**src/logic/spwc_regs.svh**
```systemverilog
`ifndef SPWC_REGS_SVH
`define SPWC_REGS_SVH

// ==========================================================
// Register offsets (byte addresses)
`define SPWC_OFS_CTRL 12'h000
`define SPWC_OFS_WAKE_EN 12'h004
`define SPWC_OFS_STATUS 12'h008
`define SPWC_OFS_MASK 12'h00C
`define SPWC_OFS_STATE 12'h010
`define SPWC_OFS_SMI_CMD 12'h014
`define SPWC_OFS_SLEEP 12'h018

// ==========================================================
// Control fields
`define SPWC_CTRL_W 3
`define SPWC_CTRL_ACPI 0
`define SPWC_CTRL_SLPBTN 1
`define SPWC_CTRL_SERB_MGMT 2
`define SPWC_CTRL_RST 3'h0

// ==========================================================
// Wake source bits, also the layout of the wake enable register
`define SPWC_WAKE_W 5
`define SPWC_WAKE_RING_A 0
`define SPWC_WAKE_RING_B 1
`define SPWC_WAKE_PME 2
`define SPWC_WAKE_RTC 3
`define SPWC_WAKE_LAN 4
`define SPWC_WAKE_EN_RST 5'h00

// ==========================================================
// Status and mask fields
`define SPWC_STAT_W 7
`define SPWC_ST_SMI_PWRBTN 0
`define SPWC_ST_SMI_ACPI_REQ 1
`define SPWC_ST_SCI_SHUTDOWN 2
`define SPWC_ST_SCI_SLEEP 3
`define SPWC_ST_SCI_WAKE 4
`define SPWC_ST_WAKE 5
`define SPWC_ST_POWER_ON 6
`define SPWC_STAT_RST 7'h00
`define SPWC_MASK_RST 7'h00

// ==========================================================
// Sleep command codes and timing
`define SPWC_SLP_S4 2'h1
`define SPWC_SLP_S5 2'h2
`define SPWC_DEBOUNCE_CYC 4

`endif

```
**src/logic/spwc_pkg.sv**
```systemverilog
package spwc_pkg;

  // ========================================================
  // Power states
  typedef enum logic [1:0] {
    PS_OFF,
    PS_HIBERNATE,
    PS_POWER_UP,
    PS_ON
  } spwc_pstate_t;

endpackage : spwc_pkg

```
**src/logic/spwc_btn_filter.sv**
```systemverilog
`timescale 1ns/1ps
module spwc_btn_filter #(
  parameter int N = 3,
  parameter int CYC = 4
) (
  // Clock and reset
  input wire logic clk,
  input wire logic rst_n,
  // Raw buttons, high while pressed
  input wire logic [N-1:0] raw,
  // Debounced level and press pulse
  output logic [N-1:0] level,
  output logic [N-1:0] press
);

  localparam int CW = $clog2(CYC + 1);

  // ========================================================
  // One debounce counter per button
  genvar i;
  generate
    for (i = 0; i < N; i++) begin : g_btn
      logic [CW-1:0] cnt;
      always_ff @(posedge clk or negedge rst_n) begin
        if (!rst_n) begin
          cnt <= '0;
          level[i] <= 1'b0;
          press[i] <= 1'b0;
        end else begin
          press[i] <= 1'b0;
          if (raw[i] == level[i]) begin
            cnt <= '0;
          end else if (cnt == CW'(CYC - 1)) begin
            cnt <= '0;
            level[i] <= raw[i];
            press[i] <= raw[i];
          end else begin
            cnt <= cnt + 1'b1;
          end
        end
      end
    end
  endgenerate

endmodule : spwc_btn_filter

```
**src/logic/spwc_wake_latch.sv**
```systemverilog
`timescale 1ns/1ps
module spwc_wake_latch #(
  parameter int N = 5
) (
  // Clock and reset
  input wire logic clk,
  input wire logic rst_n,
  // Control
  input wire logic arm,
  input wire logic clear,
  // Sources and their effective enables
  input wire logic [N-1:0] src,
  input wire logic [N-1:0] en,
  // Latched sources
  output logic [N-1:0] hit,
  output logic any
);

  // ========================================================
  // Sticky per-source latch, a new event wins over clear
  genvar i;
  generate
    for (i = 0; i < N; i++) begin : g_src
      always_ff @(posedge clk or negedge rst_n) begin
        if (!rst_n) begin
          hit[i] <= 1'b0;
        end else if (arm && src[i] && en[i]) begin
          hit[i] <= 1'b1;
        end else if (clear) begin
          hit[i] <= 1'b0;
        end
      end
    end
  endgenerate

  assign any = |hit;

endmodule : spwc_wake_latch

```
**src/logic/spwc_top.sv**
```systemverilog
// Function
// - Hard reset or power-on reset returns the block to legacy mode.
// - Software write raises SMI; handler then sets ACPI mode enable.
// - Only working, hibernate, soft-off and power-up states exist.
// - Legacy mode power button press raises SMI only.
// - ACPI mode press raises SCI shutdown request, no self power-off.
// - ACPI sleep-button press while running raises SCI sleep request.
// - ACPI sleep-button press while asleep wakes and raises SCI on request.
// - Press while off starts power-up; ON after power good and reset.
// - Power button always wakes, in both modes.
// - Serial port A ring wakes from hibernate or soft-off.
// - Serial port B ring wakes, unless port B is management port.
// - Card power management event may wake from hibernate or soft-off.
// - RTC alarm always wakes from hibernate.
// - Wake source enables are software programmable.
// - Up to three buttons: power, reset, optional NMI.
`timescale 1ns/1ps
`include "spwc_regs.svh"
module spwc_top #(
  parameter int DEBOUNCE_CYC = `SPWC_DEBOUNCE_CYC,
  parameter bit NMI_PRESENT = 1'b1
) (
  // Clock and reset
  input wire logic pclk,
  input wire logic presetn,
  // APB slave
  input wire logic psel,
  input wire logic penable,
  input wire logic pwrite,
  input wire logic [11:0] paddr,
  input wire logic [31:0] pwdata,
  output logic [31:0] prdata,
  output logic pready,
  output logic pslverr,
  // Front panel buttons, high while pressed
  input wire logic power_button,
  input wire logic reset_button,
  input wire logic nmi_button,
  // Wake sources
  input wire logic serial_port_a_ring,
  input wire logic serial_port_b_ring,
  input wire logic pci_pme_n,
  input wire logic rtc_alarm,
  input wire logic lan_wake,
  // Power supply and platform reset
  input wire logic power_good,
  input wire logic platform_reset_n,
  output logic power_supply_on,
  output logic hard_reset_req,
  // Interrupts
  output logic smi,
  output logic sci,
  output logic nmi,
  output logic irq,
  // Current state
  output spwc_pkg::spwc_pstate_t power_state
);
  import spwc_pkg::*;

  localparam int SW = `SPWC_STAT_W;
  localparam int WW = `SPWC_WAKE_W;

  // ========================================================
  // Buttons
  logic [2:0] btn_press;
  logic pwr_press;
  logic rst_press;
  logic nmi_press;

  spwc_btn_filter #(
    .N(3),
    .CYC(DEBOUNCE_CYC)
  ) u_btn (
    .clk(pclk),
    .rst_n(presetn),
    .raw({nmi_button, reset_button, power_button}),
    .level(),
    .press(btn_press)
  );

  assign pwr_press = btn_press[0];
  assign rst_press = btn_press[1];
  assign nmi_press = btn_press[2] & NMI_PRESENT;

  // ========================================================
  // APB decode
  logic wr_acc;
  logic rd_setup;
  logic mapped;
  logic [SW-1:0] status;
  logic [SW-1:0] mask;
  logic [`SPWC_CTRL_W-1:0] ctrl;
  logic [WW-1:0] wake_en;
  logic [WW-1:0] wake_hit;
  logic wake_any;
  logic acpi_mode_enable;
  logic sleep_btn_cfg;
  logic serb_mgmt;
  logic sleeping;
  logic [31:0] rd_mux;

  assign pready = 1'b1;
  assign wr_acc = psel && penable && pwrite;
  assign rd_setup = psel && !penable && !pwrite;
  assign acpi_mode_enable = ctrl[`SPWC_CTRL_ACPI];
  assign sleep_btn_cfg = ctrl[`SPWC_CTRL_SLPBTN];
  assign serb_mgmt = ctrl[`SPWC_CTRL_SERB_MGMT];
  assign sleeping = (power_state == PS_OFF) || (power_state == PS_HIBERNATE);

  always_comb begin
    mapped = 1'b1;
    rd_mux = 32'h0000_0000;
    unique case (paddr)
      `SPWC_OFS_CTRL: rd_mux[`SPWC_CTRL_W-1:0] = ctrl;
      `SPWC_OFS_WAKE_EN: rd_mux[WW-1:0] = wake_en;
      `SPWC_OFS_STATUS: rd_mux[SW-1:0] = status;
      `SPWC_OFS_MASK: rd_mux[SW-1:0] = mask;
      `SPWC_OFS_STATE: begin
        rd_mux[0] = (power_state == PS_ON);
        rd_mux[1] = (power_state == PS_HIBERNATE);
        rd_mux[2] = (power_state == PS_OFF);
        rd_mux[3] = (power_state == PS_POWER_UP);
        rd_mux[4] = acpi_mode_enable;
        rd_mux[5] = power_good;
        rd_mux[12:8] = wake_hit;
      end
      `SPWC_OFS_SMI_CMD: rd_mux = 32'h0000_0000;
      `SPWC_OFS_SLEEP: rd_mux = 32'h0000_0000;
      default: mapped = 1'b0;
    endcase
  end

  assign pslverr = psel && penable && !mapped;

  always_ff @(posedge pclk or negedge presetn) begin
    if (!presetn) begin
      prdata <= 32'h0000_0000;
    end else if (rd_setup) begin
      prdata <= rd_mux;
    end
  end

  // ========================================================
  // Control register
  always_ff @(posedge pclk or negedge presetn) begin
    if (!presetn) begin
      ctrl <= `SPWC_CTRL_RST;
    end else begin
      if (wr_acc && paddr == `SPWC_OFS_CTRL) begin
        ctrl <= pwdata[`SPWC_CTRL_W-1:0];
      end
      if (rst_press || !platform_reset_n) begin
        ctrl[`SPWC_CTRL_ACPI] <= 1'b0;
      end
    end
  end

  // ========================================================
  // Wake enables and mask
  always_ff @(posedge pclk or negedge presetn) begin
    if (!presetn) begin
      wake_en <= `SPWC_WAKE_EN_RST;
      mask <= `SPWC_MASK_RST;
    end else begin
      if (wr_acc && paddr == `SPWC_OFS_WAKE_EN) begin
        wake_en <= pwdata[WW-1:0];
      end
      if (wr_acc && paddr == `SPWC_OFS_MASK) begin
        mask <= pwdata[SW-1:0];
      end
    end
  end

  // ========================================================
  // Wake source collection
  logic [WW-1:0] wake_src;
  logic [WW-1:0] wake_eff;
  logic pwrup_start;

  assign wake_src[`SPWC_WAKE_RING_A] = serial_port_a_ring;
  assign wake_src[`SPWC_WAKE_RING_B] = serial_port_b_ring;
  assign wake_src[`SPWC_WAKE_PME] = !pci_pme_n;
  assign wake_src[`SPWC_WAKE_RTC] = rtc_alarm;
  assign wake_src[`SPWC_WAKE_LAN] = lan_wake;

  always_comb begin
    wake_eff = wake_en;
    wake_eff[`SPWC_WAKE_RING_B] = wake_en[`SPWC_WAKE_RING_B] && !serb_mgmt;
    wake_eff[`SPWC_WAKE_RTC] = wake_en[`SPWC_WAKE_RTC] ||
                               (power_state == PS_HIBERNATE);
  end

  spwc_wake_latch #(
    .N(WW)
  ) u_wake (
    .clk(pclk),
    .rst_n(presetn),
    .arm(sleeping),
    .clear(pwrup_start),
    .src(wake_src),
    .en(wake_eff),
    .hit(wake_hit),
    .any(wake_any)
  );

  // ========================================================
  // Power state machine
  spwc_pstate_t next_state;
  logic slp_wr;

  assign slp_wr = wr_acc && paddr == `SPWC_OFS_SLEEP;
  assign pwrup_start = sleeping && (pwr_press || wake_any);

  always_comb begin
    next_state = power_state;
    unique case (power_state)
      PS_OFF, PS_HIBERNATE: begin
        if (pwrup_start) begin
          next_state = PS_POWER_UP;
        end
      end
      PS_POWER_UP: begin
        if (power_good && platform_reset_n) begin
          next_state = PS_ON;
        end
      end
      PS_ON: begin
        if (slp_wr && pwdata[1:0] == `SPWC_SLP_S4) begin
          next_state = PS_HIBERNATE;
        end else if (slp_wr && pwdata[1:0] == `SPWC_SLP_S5) begin
          next_state = PS_OFF;
        end
      end
    endcase
  end

  always_ff @(posedge pclk or negedge presetn) begin
    if (!presetn) begin
      power_state <= PS_OFF;
      power_supply_on <= 1'b0;
    end else begin
      power_state <= next_state;
      power_supply_on <= (next_state == PS_POWER_UP) || (next_state == PS_ON);
    end
  end

  // ========================================================
  // Event status, set wins over write-one-clear
  logic [SW-1:0] st_set;
  logic on_press;

  assign on_press = (power_state == PS_ON) && pwr_press;

  always_comb begin
    st_set = '0;
    st_set[`SPWC_ST_SMI_PWRBTN] = on_press && !acpi_mode_enable;
    st_set[`SPWC_ST_SMI_ACPI_REQ] = wr_acc && paddr == `SPWC_OFS_SMI_CMD;
    st_set[`SPWC_ST_SCI_SHUTDOWN] = on_press && acpi_mode_enable && !sleep_btn_cfg;
    st_set[`SPWC_ST_SCI_SLEEP] = on_press && acpi_mode_enable && sleep_btn_cfg;
    st_set[`SPWC_ST_SCI_WAKE] = sleeping && pwr_press &&
                                acpi_mode_enable && sleep_btn_cfg;
    st_set[`SPWC_ST_WAKE] = pwrup_start;
    st_set[`SPWC_ST_POWER_ON] = (power_state == PS_POWER_UP) && (next_state == PS_ON);
  end

  always_ff @(posedge pclk or negedge presetn) begin
    if (!presetn) begin
      status <= `SPWC_STAT_RST;
    end else if (wr_acc && paddr == `SPWC_OFS_STATUS) begin
      status <= (status & ~pwdata[SW-1:0]) | st_set;
    end else begin
      status <= status | st_set;
    end
  end

  // ========================================================
  // Interrupt and pulse outputs
  always_ff @(posedge pclk or negedge presetn) begin
    if (!presetn) begin
      nmi <= 1'b0;
      hard_reset_req <= 1'b0;
    end else begin
      nmi <= nmi_press;
      hard_reset_req <= rst_press;
    end
  end

  assign smi = status[`SPWC_ST_SMI_PWRBTN] | status[`SPWC_ST_SMI_ACPI_REQ];
  assign sci = acpi_mode_enable & (status[`SPWC_ST_SCI_SHUTDOWN] |
               status[`SPWC_ST_SCI_SLEEP] | status[`SPWC_ST_SCI_WAKE]);
  assign irq = |(status & mask);
endmodule : spwc_top

```
**config.mk**
```make
export PLATFORM = sky130hd
export DESIGN_NAME = spwc_top
export DESIGN_NICKNAME = d
export VERILOG_FILES = /design/src/logic/spwc_pkg.sv /design/src/logic/spwc_btn_filter.sv /design/src/logic/spwc_wake_latch.sv /design/src/logic/spwc_top.sv
export VERILOG_INCLUDE_DIRS = /design/src /design/src/logic
export SDC_FILE = /design/constraint.sdc
export NUM_CORES = 1
export LEC_CHECK = 0
export BUFFER_PORTS_ARGS = -buffer_cell sky130_fd_sc_hd__clkbuf_2
export CORE_UTILIZATION = 30
export CTS_CLUSTER_DIAMETER = 40
export CTS_CLUSTER_SIZE = 28
export DETAILED_ROUTE_END_ITERATION = 10
export GPL_TIMING_DRIVEN = 0
export HOLD_SLACK_MARGIN = 0.02
export SYNTH_ARGS = -nofsm -noshare
export SYNTH_HDL_FRONTEND = slang
export SYNTH_HIERARCHICAL = 1
export SYNTH_SLANG_ARGS = --single-unit
```
**constraint.sdc**
```tcl
create_clock -name pclk -period 1.85 [get_ports pclk]
set_input_delay 0.2775 -clock pclk [delete_from_list [all_inputs] [get_ports pclk]]
set_output_delay 0.2775 -clock pclk [all_outputs]
set_load 0.02 [all_outputs]
```
* Yosys cells after proc, flatten, opt, wreduce, memory -nomap -nowiden *
Index checks and enable logic that the tools add are counted.

storage, ports and cells
  bits in registers = 59
  word-level logic and storage cells = 153
  output and inout port bits = 42

operators by class
  reduce and logical (&&, ||, !) cells = 63
  add/subtract/negate cells = 3
  muxes and demuxes = 32
  bitwise logic cells = 12
  equal/unequal tests = 19

operators by type and width
  operator               number
  $eq A12 B5 Y1 const B  3
  $logic_and A1 B1 Y1    35
  $eq A12 B4 Y1 const B  2
  $mux W3                6
  $mux W1                15
  $pmux W3 S5            1
  $and A7 B7 Y7          2
  $or A7 B7 Y7           2
  $reduce_or A7 Y1       2
  $eq A12 B3 Y1 const B  1
  $logic_not A12 Y1      1
  $reduce_bool A2 Y1     6
  $eq A2 B2 Y1 const B   5
  $add A3 B1 Y3 const B  3
  $eq A3 B2 Y1 const B   3
  $logic_not A1 Y1       8
  $mux W2                4
  $pmux W2 S4            1
  $mux W7                1
  $not A7 Y7             1
  $pmux W2 S3            1
  $reduce_and A2 Y1      3
  $logic_or A1 B1 Y1     5
  $mux W5                1
  other kinds (10)       17

* Depth between registers and ports, before layout *
Gate-level depths: netlist (run 1).

  depth after elaboration = 11
  depth in mapped cells = 6
  mapped depth without buffers = 5

* Cells and area by module *
The synthesis (run 1) kept the hierarchy.

by module, submodules not included
  module           instances  area each (um^2)  cells an instance
  spwc_top         1          2112.0            198
  spwc_btn_filter  1          621.8             39
  spwc_wake_latch  1          203.9             22

* Worst setup path after synthesis (run 1) *
Ideal clock, no wire load.

  path kind = input -> register
  start = in paddr[9]
  end = reg mask[0]
  buffers on the path = 1
  arrival time = 1973 ps
  stages on the path = 5
  library setup time = 125 ps
  slack = -248 ps
  cell sequence = or4_1 buf_2 or3_4 nor3_4 mux2_2

on the way
  word-level cells in the longest chain between the ends = 2

RTL lines
  item                                  RTL line         RTL
  from (decl)                           spwc_top.sv:30   input wire logic [11:0] paddr,
  $eq A12 B4 Y1                         --
  $logic_and A1 B1 Y1 (no source line)  --
  to (signal assigned)                  spwc_top.sv:163  mask <= `SPWC_MASK_RST;
  to (signal assigned)                  spwc_top.sv:169  mask <= pwdata[SW-1:0];
  to (decl)                             spwc_top.sv:91   logic [SW-1:0] mask;

No other way between the ends.
A chain may end at the register's enable or synchronous reset.

* Final worst setup path (run 1) *
  start = in paddr[9]
  end = reg mask[4]

The elaborated chain is that of the path after synthesis.

==> results of run 1 <==
==> kinds of logic after synthesis <==
logic type | count (synthesis) | share of synthesized area
AND/OR/NAND/NOR | 83 | 0.184
flip-flops | 59 | 0.503
AO/OA/AOI/OAI | 45 | 0.115
buffers and inverters | 38 | 0.0762
multiplexers | 25 | 0.0950
XOR/XNOR | 4 | 0.0119
adder cells (fa/ha/maj) | 3 | 0.0128
other | 2 | 0.00256
==> stage by stage <==
stage	hold slack (ps)	TNS [ps]	setup slack [ps]	instance area, sq um
final	44.2	0	20.4	3720
after detailed placement	337	-12470	-469	3440
after global placement	335	-12570	-497	3440
after global routing	114	-1.72	-1.72	3720
after CTS	62.9	-55.4	-16.7	3710
after floorplan	-18.1	-2780	-199	3010
==> routing by layer <==
metal | track usage | vias up
met2 | 0.213 | 79
met4 | 0.0591 | 0
met1 | 0.196 | 1028
met5 | 0 | -
met3 | 0.0416 | 11
li1 | - | 1071
==> cell type report <==
class                   instances  area [sq um]
fillers                       953          5650
clock buffers                  11           151
clock inverters                 4          50.0
multi-input cells             181          1360
flip-flops and latches         59          1480
repair buffers                 56           300
plain buffers                  28           193
well taps                     129           161
inverters                       8          30.0
==> what timing repair did <==
item,in CTS,in global routing
buffers inserted,1,1
pin swaps,1,5
setup endpoints to repair,22,13
gates resized for setup,9,2
==> sequential cells by signal, summed over array words and instances (netlist names), 2 cells and up <==
register and flops:
ctrl 3, mask 7, u_btn/g_btn.cnt 9, u_wake/hit 5, u_btn/press 3, u_btn/level 3
power_state 2, prdata 12, wake_en 5, status 7
==> report_power, final <==
part | switching [mW] | internal (mW)
sequential | 0.0622 | 1.40
clock | 0.509 | 0.685
combinational | 0.261 | 0.242
total | 0.832 | 2.32
==> path summary, 6_finish.rpt <==
| kind | endpoint | depth (start not counted) | slack, ps | start |
|---|---|---|---|---|
| worst max-delay path | mask[4] | 7 | 20 | paddr[9] |
| worst min register to register | nmi | 0 | 350 | u_btn/press[2] |
| worst max register to register | power_supply_on | 3 | 180 | power_state[1] |
| worst min-delay path | mask[5] | 1 | 40 | presetn |
| max in group asynchronous | nmi | 1 | 1260 | presetn |
| min in group pclk | mask[5] | 2 | 190 | pwdata[5] |
==> layout by cell type, fill, tap and decap left out, types with 2 or more instances in the layout <==
cell type	n
sky130_fd_sc_hd__or4_4	2
sky130_fd_sc_hd__a22oi_1	6
sky130_fd_sc_hd__nand3_1	12
sky130_fd_sc_hd__o21ai_0	11
sky130_fd_sc_hd__clkbuf_1	4
sky130_fd_sc_hd__o2bb2ai_1	4
sky130_fd_sc_hd__ha_1	3
sky130_fd_sc_hd__mux2_2	21
sky130_fd_sc_hd__clkinvlp_4	2
sky130_fd_sc_hd__clkbuf_8	11
sky130_fd_sc_hd__clkbuf_2	53
sky130_fd_sc_hd__mux2i_1	2
sky130_fd_sc_hd__buf_4	22
sky130_fd_sc_hd__a21oi_1	2
sky130_fd_sc_hd__dfrtp_1	59
sky130_fd_sc_hd__nand2_1	19
sky130_fd_sc_hd__nor4_2	3
sky130_fd_sc_hd__or2_2	2
sky130_fd_sc_hd__nor2b_1	4
sky130_fd_sc_hd__mux2_1	2
sky130_fd_sc_hd__a22o_1	12
sky130_fd_sc_hd__or4b_2	2
sky130_fd_sc_hd__a2bb2oi_1	2
sky130_fd_sc_hd__nor3b_1	3
sky130_fd_sc_hd__nand3b_1	2
sky130_fd_sc_hd__inv_1	8
sky130_fd_sc_hd__nor3_4	2
sky130_fd_sc_hd__and3b_2	2
sky130_fd_sc_hd__nor3_1	6
sky130_fd_sc_hd__conb_1	21
sky130_fd_sc_hd__nor3b_2	4
sky130_fd_sc_hd__nor2b_4	3
sky130_fd_sc_hd__nor2_1	5
sky130_fd_sc_hd__xnor2_1	4
sky130_fd_sc_hd__or3b_2	2
sky130_fd_sc_hd__a21o_1	3
==> flow_metrics.tcl, run 1 <==
set metrics [dict create \
    vias_per_cell 4.60 \
    synth_area_leaders "sky130_fd_sc_hd__dfrtp_1 (50%), sky130_fd_sc_hd__mux2_2 (8.0%), sky130_fd_sc_hd__buf_4 (5.4%), sky130_fd_sc_hd__a22o_1 (3.6%), sky130_fd_sc_hd__nand2_1 (2.4%)" \
    met3_length_um 469 \
    layout.nets 405 \
    maxClockFrequency_mhz 547 \
    finalHoldViolCount 0 \
    synth.ff_latch_count 59 \
    floorplan.initialDensity 0.313 \
    hold_class "input pin to async pin" \
    cts_tree "done" \
    clock_latency_late_sink_ps 340 \
    finish.cell_count_without_fillers 476 \
    max_slew_margin 0.454 \
    die_y_um 101 \
    ys_warn_count 6 \
    tritoncts_num_sinks 59 \
    die_x_um 101 \
    number_of_slew_limit_violations_in_the_final_report 0 \
    synth_async_sr_flop_share 1.00 \
    outcome "finished clean" \
    maximum_vdd_drop_v 0.000383 \
    rows 35 \
    grt_pass1_wl_um 10800 \
    drive_gt1_frac 0.409 \
    max_cap_viol_count 0 \
    finalClockSkew_ps 5.41 \
    leading_register_cell_type_out_of_synthesis "sky130_fd_sc_hd__dfrtp_1" \
    cellLeakagePower_nw 1.85 \
    criticalPathCategory "input pin to flop" \
    syn-cell-area_sq_um 2940 \
    design.die.area_sq_um 10200 \
    post-route-period-util 0.989 \
    setup.worst_path.start_class "input pin" \
    wl_per_cell_um 14.0 \
    top_layer_used "met4" \
    worst_setup_hold_path_clk_slew_ps 70 \
    cts_max_path_buffers 2 \
    final_util 0.397 \
    cts_max_level 3 \
    top_fanout_value_on_the_critical_path 7 \
    detailroute.wirelength.met2_um 3030 \
    number_of_antenna_cells_inserted 0 \
    post-synth-top-area-cell "sky130_fd_sc_hd__dfrtp_1" \
    post_synth.cell_area_avg_sq_um 11.3 \
    yosys.cell_count.top_type "sky130_fd_sc_hd__dfrtp_1" \
    synthesis_to_finish_area_growth_pct 26.7 \
    route.layer.met1.wl_um 3080 \
    synth_top_cell_area_share 0.503 \
    seq_area_frac_synth 0.503 \
    synth_cell_type_count 49 \
    timing.critical_path.to_type "flop" \
    core_area_sq_um 9370 \
    detail_route.wirelength_um 6680 \
    grt_pass1_vias 2071 \
    dp_cells 461 \
    number_of_synthesized_flops_with_an_enable_pin 0 \
    number_of_antenna_violations_at_the_first_check_in_global_routing 0 \
    worstPathCellList "clkbuf_2, or4_4, buf_6, or3_4, nor3_4, buf_12, mux2_2" \
    gp_congestion 0.863 \
    hold_buffers 0 \
    synthCells 259 \
    drc_errors 0 \
    final-setup-viol-count 0 \
    synth_common_cells "sky130_fd_sc_hd__dfrtp_1 (59), sky130_fd_sc_hd__buf_4 (21), sky130_fd_sc_hd__mux2_2 (21), sky130_fd_sc_hd__nand2_1 (19)" \
    design.portCount 101 \
    route.antenna.remaining_nets 0 \
    min_period_ps 1830 \
    io_buffer_count 54 \
    grt_overflow 0 \
    worstMarginPinSlew_ps 820 \
    power_after_layout_mw 3.15 \
    drt_pre_antenna_iters 4 \
    timing.critical_path.max_delay_family "simple AND/OR/NAND/NOR gates" \
    critPathMaxStageDelay_ps 520 \
    grt_use_total 0.144 \
    worst_path_cell_with_the_longest_stage_delay "sky130_fd_sc_hd__or4_4" \
    cts-root-buf "sky130_fd_sc_hd__clkbuf_8" \
    dp.final_hpwl_um 5010 \
    drtIter0Drc 100 \
    pin_count_of_the_biggest_net_entering_global_routing 60 \
    tritoncts.num_buffers 9 \
    p_per_area_nw_per_um2 848 \
    path_buf_inv 3 \
    timing.critical_path.required_ps 2080 \
    via_count 2189 \
    worstPathArrival_ps 2060 \
]
Note: power is estimated with default switching activity, not from simulation.
==> run 2: changes to the inputs <==
--- a/config.mk
+++ b/config.mk
@@ -7,12 +7,14 @@
 export NUM_CORES = 1
 export LEC_CHECK = 0
 export BUFFER_PORTS_ARGS = -buffer_cell sky130_fd_sc_hd__clkbuf_2
-export CORE_UTILIZATION = 30
+export CORE_ASPECT_RATIO = 0.9
+export CORE_UTILIZATION = 50
 export CTS_CLUSTER_DIAMETER = 40
 export CTS_CLUSTER_SIZE = 28
 export DETAILED_ROUTE_END_ITERATION = 10
 export GPL_TIMING_DRIVEN = 0
 export HOLD_SLACK_MARGIN = 0.02
+export PLACE_DENSITY = 0.8
 export SYNTH_ARGS = -nofsm -noshare
 export SYNTH_HDL_FRONTEND = slang
 export SYNTH_HIERARCHICAL = 1
==> flow_metrics.tcl, run 2 (synthesized netlist as in run 1, its figures left out) <==
set metrics [dict create \
    io_buffer_count 54 \
    core_area_sq_um 5660 \
    worst_setup_hold_path_clk_slew_ps 60 \
    drtIter0Drc 157 \
    route.antenna.remaining_nets 0 \
    layout.cells.most_common_list "sky130_fd_sc_hd__dfrtp_1 (59), sky130_fd_sc_hd__clkbuf_2 (52), sky130_fd_sc_hd__buf_4 (23), sky130_fd_sc_hd__conb_1 (21), sky130_fd_sc_hd__nand2_1 (19)" \
    max_cap_viol_count 0 \
    worst-r2r-cell-count 4 \
    max_flop_register "prdata" \
    cellLeakagePower_nw 1.88 \
    via_count 2221 \
    rows 26 \
    pin_count_of_the_biggest_net_entering_global_routing 60 \
    biggestRegsByFlops "prdata x12, u_btn/g_btn.cnt x9" \
    number_of_slew_limit_violations_in_the_final_report 0 \
    cts_max_path_buffers 2 \
    p_per_area_nw_per_um2 885 \
    maximum_vdd_drop_v 0.000621 \
    die_x_um 82.8 \
    tritoncts.num_buffers 9 \
    critPathMaxStageDelay_ps 680 \
    worstPathArrival_ps 2040 \
    outcome "finished clean" \
    tritoncts_num_sinks 59 \
    synthesis_to_finish_area_growth_pct 26.0 \
    dp_cells 402 \
    finish.cell_count_without_fillers 418 \
    cts_max_level 3 \
    gp_congestion 0.881 \
    worstReg2RegStart "power_state[0]" \
    number_of_antenna_cells_inserted 0 \
    design.portCount 101 \
    die_y_um 74.7 \
    grt_pass1_vias 2114 \
    timing.rr.end "power_state[1]" \
    cts_tree "done" \
    finalClockSkew_ps 11.6 \
    maxClockFrequency_mhz 543 \
    post-route-period-util 0.995 \
    timing.critical_path.required_ps 2050 \
    max_slew_margin 0.487 \
    worstMarginPinSlew_ps 770 \
    design.die.area_sq_um 6190 \
    detail_route.wirelength_um 6480 \
    finalHoldViolCount 0 \
    rsz_0062_raised_after_global_routing "yes" \
    grt_pass1_wl_um 10500 \
    layout.nets 406 \
    drive_gt1_frac 0.408 \
    wl_per_cell_um 15.5 \
    worstPathCellList "clkbuf_1, nand2_1, or4b_2, a2bb2oi_1" \
    drt_pre_antenna_iters 4 \
    hold_class "input pin to async pin" \
    grt_overflow 0 \
    grt_use_total 0.226 \
    drc_errors 0 \
    power_after_layout_mw 3.28 \
    postLayoutSetupSlackWorst_ps 8.38 \
    max_ffs_per_register 12 \
    top_fanout_value_on_the_critical_path 9 \
    min_period_ps 1840 \
    setup.worst_path.start_class "flop" \
    floorplan.initialDensity 0.519 \
    stdcell_area_sq_um 3700 \
    cts-root-buf "sky130_fd_sc_hd__clkbuf_8" \
    vias_per_cell 5.31 \
    ff2ff_setup_slack_ps 8 \
    place_worst_setup_slack_ps -506 \
    worst_path_cell_with_the_longest_stage_delay "sky130_fd_sc_hd__or4b_2" \
    number_of_antenna_violations_at_the_first_check_in_global_routing 0 \
    criticalPathCategory "flop to flop" \
    final-setup-viol-count 0 \
    most_common_cell_after_layout_fill_and_taps_aside "sky130_fd_sc_hd__dfrtp_1" \
    crit_path_start "power_state[0]" \
    dp.final_hpwl_um 4630 \
    timing.critical_path.to_type "flop" \
    clock_latency_late_sink_ps 350 \
    hold_buffers 0 \
    placed_area_sq_um 3370 \
]
## run 2: cell count changes in the layout (fill, tap and decap cells not counted), sizes merged
cell	before	now
clkinvlp	2	0
buf	26	27
bufinv	1	2
clkinv	1	2
## run 2: final cells by class
cell class,count,area [sq um]
inverters,8,30.0
repair buffers,57,308
fillers,454,1960
flip-flops and latches,59,1480
plain buffers,28,185
multi-input cells,181,1390
clock inverters,4,73.8
clock buffers,11,151
well taps,70,87.6
## run 2: critical path: cells and delay by family, from the launching register on
| family | cells | cell delay (ps) |
|---|---|---|
| DFF | 1 | 350 |
| AOI/OAI and AO/OA | 1 | 180 |
| and+or+nand+nor | 2 | 820 |
| buffers and inverters | 1 | 350 |
## run 2: power by group
| part | leakage, nW | internal (mW) | switching, mW |
|---|---|---|---|
| clock | 0.115 | 0.824 | 0.500 |
| sequential | 0.751 | 1.40 | 0.0624 |
| combinational | 1.01 | 0.241 | 0.254 |
## run 2: what timing repair did
action / in CTS / in global routing
resized for setup: 17 / 2
setup endpoints to repair: 23 / 16
pin swaps: 1 / 3
setup buffers: 2 / 1
## run 2: layer usage
layer | vias to the layer above | wire (um) | GRT usage
li1 | 1067 | - | -
met1 | 1066 | 2870 | 0.282
met2 | 70 | 3030 | 0.354
met3 | 18 | 442 | 0.0866
met4 | 0 | 137 | 0.103
met5 | - | 0 | 0
## run 2: through the flow
stage	setup TNS [ps]	hold WS (ps)	utilization
6_report	0	39.2	0.654
5_1_grt	-43.2	97.7	0.654
4_1_cts	-28.9	65.2	0.654
3_5_place_dp	-12520	336	0.595
3_3_place_gp	-12640	332	0.595
2_1_floorplan	-2780	-18.1	-
## run 2: worst max-delay path by stage
| stage | end | slack, ps | cells past startpoint |
|---|---|---|---|
| global route | irq | -40 | 3 |
| finish | power_state[1] | 8 | 4 |
| global placement | ctrl[2] | -540 | 5 |
| CTS | prdata[3] | -10 | 7 |
| detailed placement | ctrl[1] | -510 | 5 |
| floorplan | mask[0] | -200 | 5 |
